--- config.mk ---
export PLATFORM = sky130hd
export DESIGN_NAME = mme_mode_entry
export DESIGN_NICKNAME = d
export VERILOG_FILES = /design/src/shared/mme_pkg.sv /design/src/rtl/mme_mode_entry.sv /design/src/rtl/mme_baud_gen.sv
export VERILOG_INCLUDE_DIRS = /design/src /design/src/shared
export SDC_FILE = /design/constraint.sdc
export NUM_CORES = 1
export LEC_CHECK = 0
export BUFFER_PORTS_ARGS = -buffer_cell sky130_fd_sc_hd__buf_2
export CORE_MARGIN = 2
export CORE_UTILIZATION = 55
export CTS_BUF_LIST = sky130_fd_sc_hd__clkbuf_4
export CTS_CLUSTER_SIZE = 24
export DETAILED_ROUTE_END_ITERATION = 16
export GPL_TIMING_DRIVEN = 0
export PLACE_DENSITY_LB_ADDON = 0.12
export SYNTH_ARGS = -nofsm -noshare
export SYNTH_HDL_FRONTEND = slang
export SYNTH_SLANG_ARGS = --single-unit
--- constraint.sdc ---
create_clock -name clk_sys -period 4.4 [get_ports clk_sys]
set_input_delay 0 -clock clk_sys [delete_from_list [all_inputs] [get_ports clk_sys]]
set_output_delay 0 -clock clk_sys [all_outputs]
set_load 0.01 [all_outputs]
--- src/shared/mme_defs.svh ---
// constants for monitor mode entry
`ifndef MME_DEFS_SVH
`define MME_DEFS_SVH
`define MME_CLK_MHZ        125
`define MME_WD_FAST_MS     10
`define MME_WD_SLOW_MS     20
`define MME_WD_FAST_CYC    (`MME_WD_FAST_MS * 1000 * `MME_CLK_MHZ)
`define MME_WD_SLOW_CYC    (`MME_WD_SLOW_MS * 1000 * `MME_CLK_MHZ)
`define MME_BLANK_VECTOR   16'hffff
`define MME_BAUD_DIV       256
`define MME_BAUD_HALF      128
`define MME_RATE_RST       1'b0
`endif

--- src/shared/mme_pkg.sv ---
// types for monitor mode entry
package mme_pkg;
  typedef enum logic [2:0] {
    MME_USER   = 3'b001,
    MME_NORMAL = 3'b010,
    MME_FORCED = 3'b100
  } mme_mode_t;
endpackage : mme_pkg

--- src/rtl/mme_mode_entry.sv ---
// mode entry, watchdog rate timer and monitor baud timing
// Contract
// - watchdog period is 10 ms with rate select high and 20 ms with it low.
// - every reset clears the rate select bit so the slow period applies.
// - test voltage and pins 1001 give normal, blank vector forced, else user.
// - in monitor modes the serial link runs at bus clock over 256.
`include "mme_defs.svh"
module mme_mode_entry
  import mme_pkg::*;
#(
  parameter int unsigned WD_FAST_CYC = `MME_WD_FAST_CYC,
  parameter int unsigned WD_SLOW_CYC = `MME_WD_SLOW_CYC
) (
  input  wire logic        clk_sys,
  input  wire logic        rst_n,
  input  wire logic        clk_en,
  input  wire logic        irq_at_test_voltage,
  input  wire logic        monitor_serial_pin_i,
  input  wire logic        monitor_select_a,
  input  wire logic        monitor_select_b,
  input  wire logic        monitor_select_c,
  input  wire logic [15:0] reset_vector,
  input  wire logic        watchdog_rate_wr,
  input  wire logic        watchdog_rate_wdata,
  input  wire logic        watchdog_kick,
  output logic             watchdog_rate_select,
  output logic             watchdog_timeout,
  output logic [2:0]       mode_onehot,
  output logic             monitor_active,
  output logic             monitor_bit_tick,
  output logic             monitor_sample_tick,
  output logic             monitor_serial_pin_o,
  output logic             monitor_serial_pin_oe
);
  logic        sampled_q;
  mme_mode_t   mode_q;
  logic [31:0] wd_cnt_q;
  logic        bit_tick;
  logic        mid_tick;

  function automatic mme_mode_t pick_mode(input logic tv, input logic p0,
      input logic pa, input logic pb, input logic pc, input logic [15:0] v);
    if (tv && p0 && !pa && !pb && pc)
      return MME_NORMAL;
    else if (v == `MME_BLANK_VECTOR)
      return MME_FORCED;
    else
      return MME_USER;
  endfunction : pick_mode

  // mode capture after reset release
  always_ff @(posedge clk_sys or negedge rst_n) begin
    if (!rst_n) begin
      sampled_q      <= 1'b0;
      mode_q         <= MME_USER;
      mode_onehot    <= 3'b001;
      monitor_active <= 1'b0;
    end else if (clk_en && !sampled_q) begin
      sampled_q      <= 1'b1;
      mode_q         <= pick_mode(irq_at_test_voltage, monitor_serial_pin_i,
                                  monitor_select_a, monitor_select_b,
                                  monitor_select_c, reset_vector);
      mode_onehot    <= pick_mode(irq_at_test_voltage, monitor_serial_pin_i,
                                  monitor_select_a, monitor_select_b,
                                  monitor_select_c, reset_vector);
      monitor_active <= (pick_mode(irq_at_test_voltage, monitor_serial_pin_i,
                                   monitor_select_a, monitor_select_b,
                                   monitor_select_c, reset_vector)
                         != MME_USER);
    end
  end

  // rate select bit
  always_ff @(posedge clk_sys or negedge rst_n) begin
    if (!rst_n) begin
      watchdog_rate_select <= `MME_RATE_RST;
    end else if (clk_en && watchdog_rate_wr) begin
      watchdog_rate_select <= watchdog_rate_wdata;
    end
  end

  // watchdog period counter
  always_ff @(posedge clk_sys or negedge rst_n) begin
    if (!rst_n) begin
      wd_cnt_q         <= 32'h0000_0000;
      watchdog_timeout <= 1'b0;
    end else if (clk_en) begin
      watchdog_timeout <= 1'b0;
      if (watchdog_kick) begin
        wd_cnt_q <= 32'h0000_0000;
      end else if (wd_cnt_q >= (watchdog_rate_select ? WD_FAST_CYC - 1
                                                     : WD_SLOW_CYC - 1)) begin
        wd_cnt_q         <= 32'h0000_0000;
        watchdog_timeout <= 1'b1;
      end else begin
        wd_cnt_q <= wd_cnt_q + 32'h0000_0001;
      end
    end
  end

  mme_baud_gen u_baud (
    .clk_sys  (clk_sys),
    .rst_n    (rst_n),
    .clk_en   (clk_en),
    .run      (monitor_active),
    .bit_tick (bit_tick),
    .mid_tick (mid_tick)
  );

  // registered baud strobes; pin released, board pull-up holds it high
  always_ff @(posedge clk_sys or negedge rst_n) begin
    if (!rst_n) begin
      monitor_bit_tick      <= 1'b0;
      monitor_sample_tick   <= 1'b0;
      monitor_serial_pin_o  <= 1'b0;
      monitor_serial_pin_oe <= 1'b0;
    end else if (clk_en) begin
      monitor_bit_tick      <= bit_tick;
      monitor_sample_tick   <= mid_tick;
      monitor_serial_pin_o  <= 1'b0;
      monitor_serial_pin_oe <= 1'b0;
    end
  end
endmodule : mme_mode_entry

--- src/rtl/mme_baud_gen.sv ---
// baud tick generator, bus clock divided by 256
`include "mme_defs.svh"
module mme_baud_gen
  import mme_pkg::*;
(
  input  wire logic clk_sys,
  input  wire logic rst_n,
  input  wire logic clk_en,
  input  wire logic run,
  output logic      bit_tick,
  output logic      mid_tick
);
  logic [7:0] cnt_q;

  always_ff @(posedge clk_sys or negedge rst_n) begin
    if (!rst_n) begin
      cnt_q    <= 8'h00;
      bit_tick <= 1'b0;
      mid_tick <= 1'b0;
    end else if (clk_en) begin
      if (!run) begin
        cnt_q    <= 8'h00;
        bit_tick <= 1'b0;
        mid_tick <= 1'b0;
      end else begin
        cnt_q    <= cnt_q + 8'h01;
        bit_tick <= (cnt_q == 8'(`MME_BAUD_DIV - 1));
        mid_tick <= (cnt_q == 8'(`MME_BAUD_HALF - 1));
      end
    end
  end
endmodule : mme_baud_gen

==> results.sh <==
export IMPL_status="completed"
export IMPL_fmax_ghz=0.361
export IMPL_grt_pass1_wl_mm=11.1
export IMPL_synthFlopType="dfrtp_1"
export IMPL_clk_pin_slew_ns=0.17
export IMPL_min_delay_start="watchdog_kick"
export IMPL_core_sq_um=5110
export IMPL_syn_area_sq_um=2930
export IMPL_ys_ff_latch=51
export IMPL_synthArstFlopShare=1.00
export IMPL_vias_per_cell=5.87
export IMPL_rr_startpoint="watchdog_rate_select"
export IMPL_rsz0062_at_grt="no"
export IMPL_drc=0
export IMPL_worstReg2RegEnd="wd_cnt_q[7]"
export IMPL_tns_ns=0
export IMPL_cp_max_fo=9
export IMPL_slew_violations=0
export IMPL_routabilityCongestion=0.870
export IMPL_synth_cell_type_count=59
export IMPL_synth_avg_cell_area_sq_um=9.95
export IMPL_rrSetupSlack_ns=1.63
export IMPL_skew_ns=0.0237
export IMPL_overflow=0
export IMPL_min_period_over_period=0.629
export IMPL_cts_inserted_buffers=5
export IMPL_p_leak_uw=0.00151
export IMPL_initial_utilization=0.573
export IMPL_synth_top_area_share=0.428
export IMPL_rows=26
export IMPL_cts_tree="done"
export IMPL_dieWidth_um=76.9
export IMPL_antenna_cells=0
export IMPL_ctsHoldBuffers=9
export IMPL_antenna_found_initial=0
export IMPL_die_h_um=76.9
export IMPL_areaGrowthSynthToFinish_pct=14.1
export IMPL_grt_max_degree=52
export IMPL_seq_area_frac_synth=0.437
export IMPL_synth_edf_count=0
export IMPL_cts_root_buf="clkbuf_4"
export IMPL_met1Wirelength_mm=3.01
export IMPL_hold_path_depth=3
export IMPL_synthTopCellsByArea="dfrtp_1, ha_1, nor2b_1"
export IMPL_ys_warn_count=0
export IMPL_clock_latency_ns=0.39
export IMPL_maxSlewHeadroom=0.241
export IMPL_layout_setup_ws_ns=1.63
export IMPL_drt_iter0_markers=164
export IMPL_required_ns=4.69
export IMPL_drive_gt1_frac=0.214
export IMPL_drv_cap=0
export IMPL_dr_wl_met3_um=289
export IMPL_dieArea_sq_um=5920
export IMPL_hold_slack_ns=0.0468
export IMPL_post_cts_resized=0
export IMPL_synthCells=294
export IMPL_worstRegToRegCells=8
export IMPL_place_ws_ns=1.67
export IMPL_portBuffers=33
export IMPL_path_class="register to register"
export IMPL_grt_usage=0.236
export IMPL_worstPathArrival_ns=3.06
export IMPL_wl_mm=6.50
export IMPL_power_density_nw_per_um2=320
export IMPL_vias=2436
export IMPL_drtPass1Iterations=4
export IMPL_hold_path_endpoint="watchdog_timeout"
export IMPL_postCtsSetupRepairBufs=0
export IMPL_io_pins=37
export IMPL_setup_viol=0
export IMPL_final_nets=384
export IMPL_startpoint_type="register"
export IMPL_min_path_type="input pin to register"
export IMPL_h_tree_depth=2
export IMPL_route_top_layer_used="met4"
export IMPL_wl_met2_mm=3.13
export IMPL_grt_pass1_vias=2401
export IMPL_clockBufferDepth=2
export IMPL_worst_ir_drop_vdd_mv=0.172
export IMPL_cts_sinks=51
export IMPL_worst_pin_slew_ns=1.14
export IMPL_period_needed_ns=2.77
export IMPL_dp_hpwl_mm=4.54
export IMPL_synth_area_leader_cell="dfrtp_1"
export IMPL_ant_nets=0
export IMPL_wl_per_cell_um=15.7
export IMPL_critPathCaptureType="register"
export IMPL_hold_viol=0
[state kept, by name, summed over array words and instances, names as in the netlist]
signal / count
wd_cnt_q: 32
u_baud.cnt_q: 8
mode_onehot: 3
monitor_active: 1
monitor_bit_tick: 1
monitor_sample_tick: 1
sampled_q: 1
u_baud.bit_tick: 1
u_baud.mid_tick: 1
watchdog_rate_select: 1
watchdog_timeout: 1
[final cells by class]
type	count	area, sq um
sequential	51	1280
multi-input combinational	220	1540
tap	70	87.6
timing repair buffer	42	255
clock buffer	5	37.5
buffer	9	60.1
inverter	15	56.3
clock inverter	3	28.8
fill	431	1770
[worst max path at each step]
stage / start / end / slack, ns / cells after the start
floorplan: watchdog_rate_select / watchdog_timeout / 2.07 / 8
finish: watchdog_rate_select / wd_cnt_q[7] / 1.63 / 8
global route: watchdog_rate_select / wd_cnt_q[7] / 1.40 / 8
CTS: watchdog_rate_select / wd_cnt_q[6] / 1.63 / 8
global placement: watchdog_rate_select / wd_cnt_q[6] / 1.68 / 8
detailed placement: watchdog_rate_select / wd_cnt_q[6] / 1.67 / 8
[where the power goes]
group | switching [uW] | leakage [uW] | internal (uW) | total [uW]
registers | 55.8 | 0.000687 | 505 | 561
clock network | 165 | 0.0000373 | 68.7 | 234
logic | 147 | 0.000783 | 125 | 272
total | 368 | 0.00151 | 699 | 1070
[cells in the mapped netlist (all sizes together) (2+ instances only)]
master and n:
clkbuf 4, or3 2, a22o 6, nor2b 15, o211ai 3, a41oi 3
a31oi 12, ha 13, o2bb2ai 3, nor2 14, o22ai 3, a21oi 12
nand2 26, inv 15, nand4 13, and3 6, o21ai 20, o311ai 2
mux2 4, nor3 6, and2 3, a21o 3, nand2b 6, and4 3
dfrtp 50, nand3 19, nor4 4, buf 5, o31ai 3, nor3b 3
[cells by family (layout without fill, tap and decap cells)]
group | Yosys count | count (layout) | synth area share
flip-flops | 51 | 51 | 0.437
buffers and inverters | 24 | 74 | 0.0398
AO/OA/AOI/OAI | 75 | 75 | 0.197
XOR/XNOR | 2 | 2 | 0.00599
adder cells (fa/ha/maj) | 13 | 13 | 0.0556
AND/OR/NAND/NOR | 123 | 123 | 0.245
other | 1 | 2 | 0.00128
multiplexers | 5 | 5 | 0.0188
[metal layers]
layer  up-vias  GRT usage
met5         -          0
met4         0     0.0691
met3         8     0.0471
met2        70      0.404
met1      1168      0.302
li1       1190          -
[cell usage in the layout, fill, tap and decap left out, drive strengths merged, types with 12 or more instances in the layout]
| master | count |
|---|---|
| a21oi | 12 |
| buf | 38 |
| nand2 | 26 |
| a31oi | 12 |
| nor2 | 14 |
| nor2b | 15 |
| o21ai | 20 |
| nand4 | 13 |
| ha | 13 |
| dfrtp | 50 |
| inv | 16 |
| nand3 | 19 |
[critical path, cell delays in order (launching register included)]
cell       delay, ns
dfrtp_1         0.64
inv_1           0.25
ha_1            0.34
nand4bb_1       0.16
a21oi_1         0.39
nor3_2          0.10
a21oi_2         0.37
o21ai_0         0.16
a22o_1          0.25
[metrics by stage]
stage                     cells   util  instance area [sq um]  power, uW
after detailed placement    398  0.623                   3180        838
after CTS                   415  0.654                   3340       1080
after global routing        415  0.654                   3340       1130
after floorplan             295      -                   2930        755
after global placement      398  0.623                   3180        825
final                       415  0.654                   3340       1070
(Power assumes the default switching activity.)
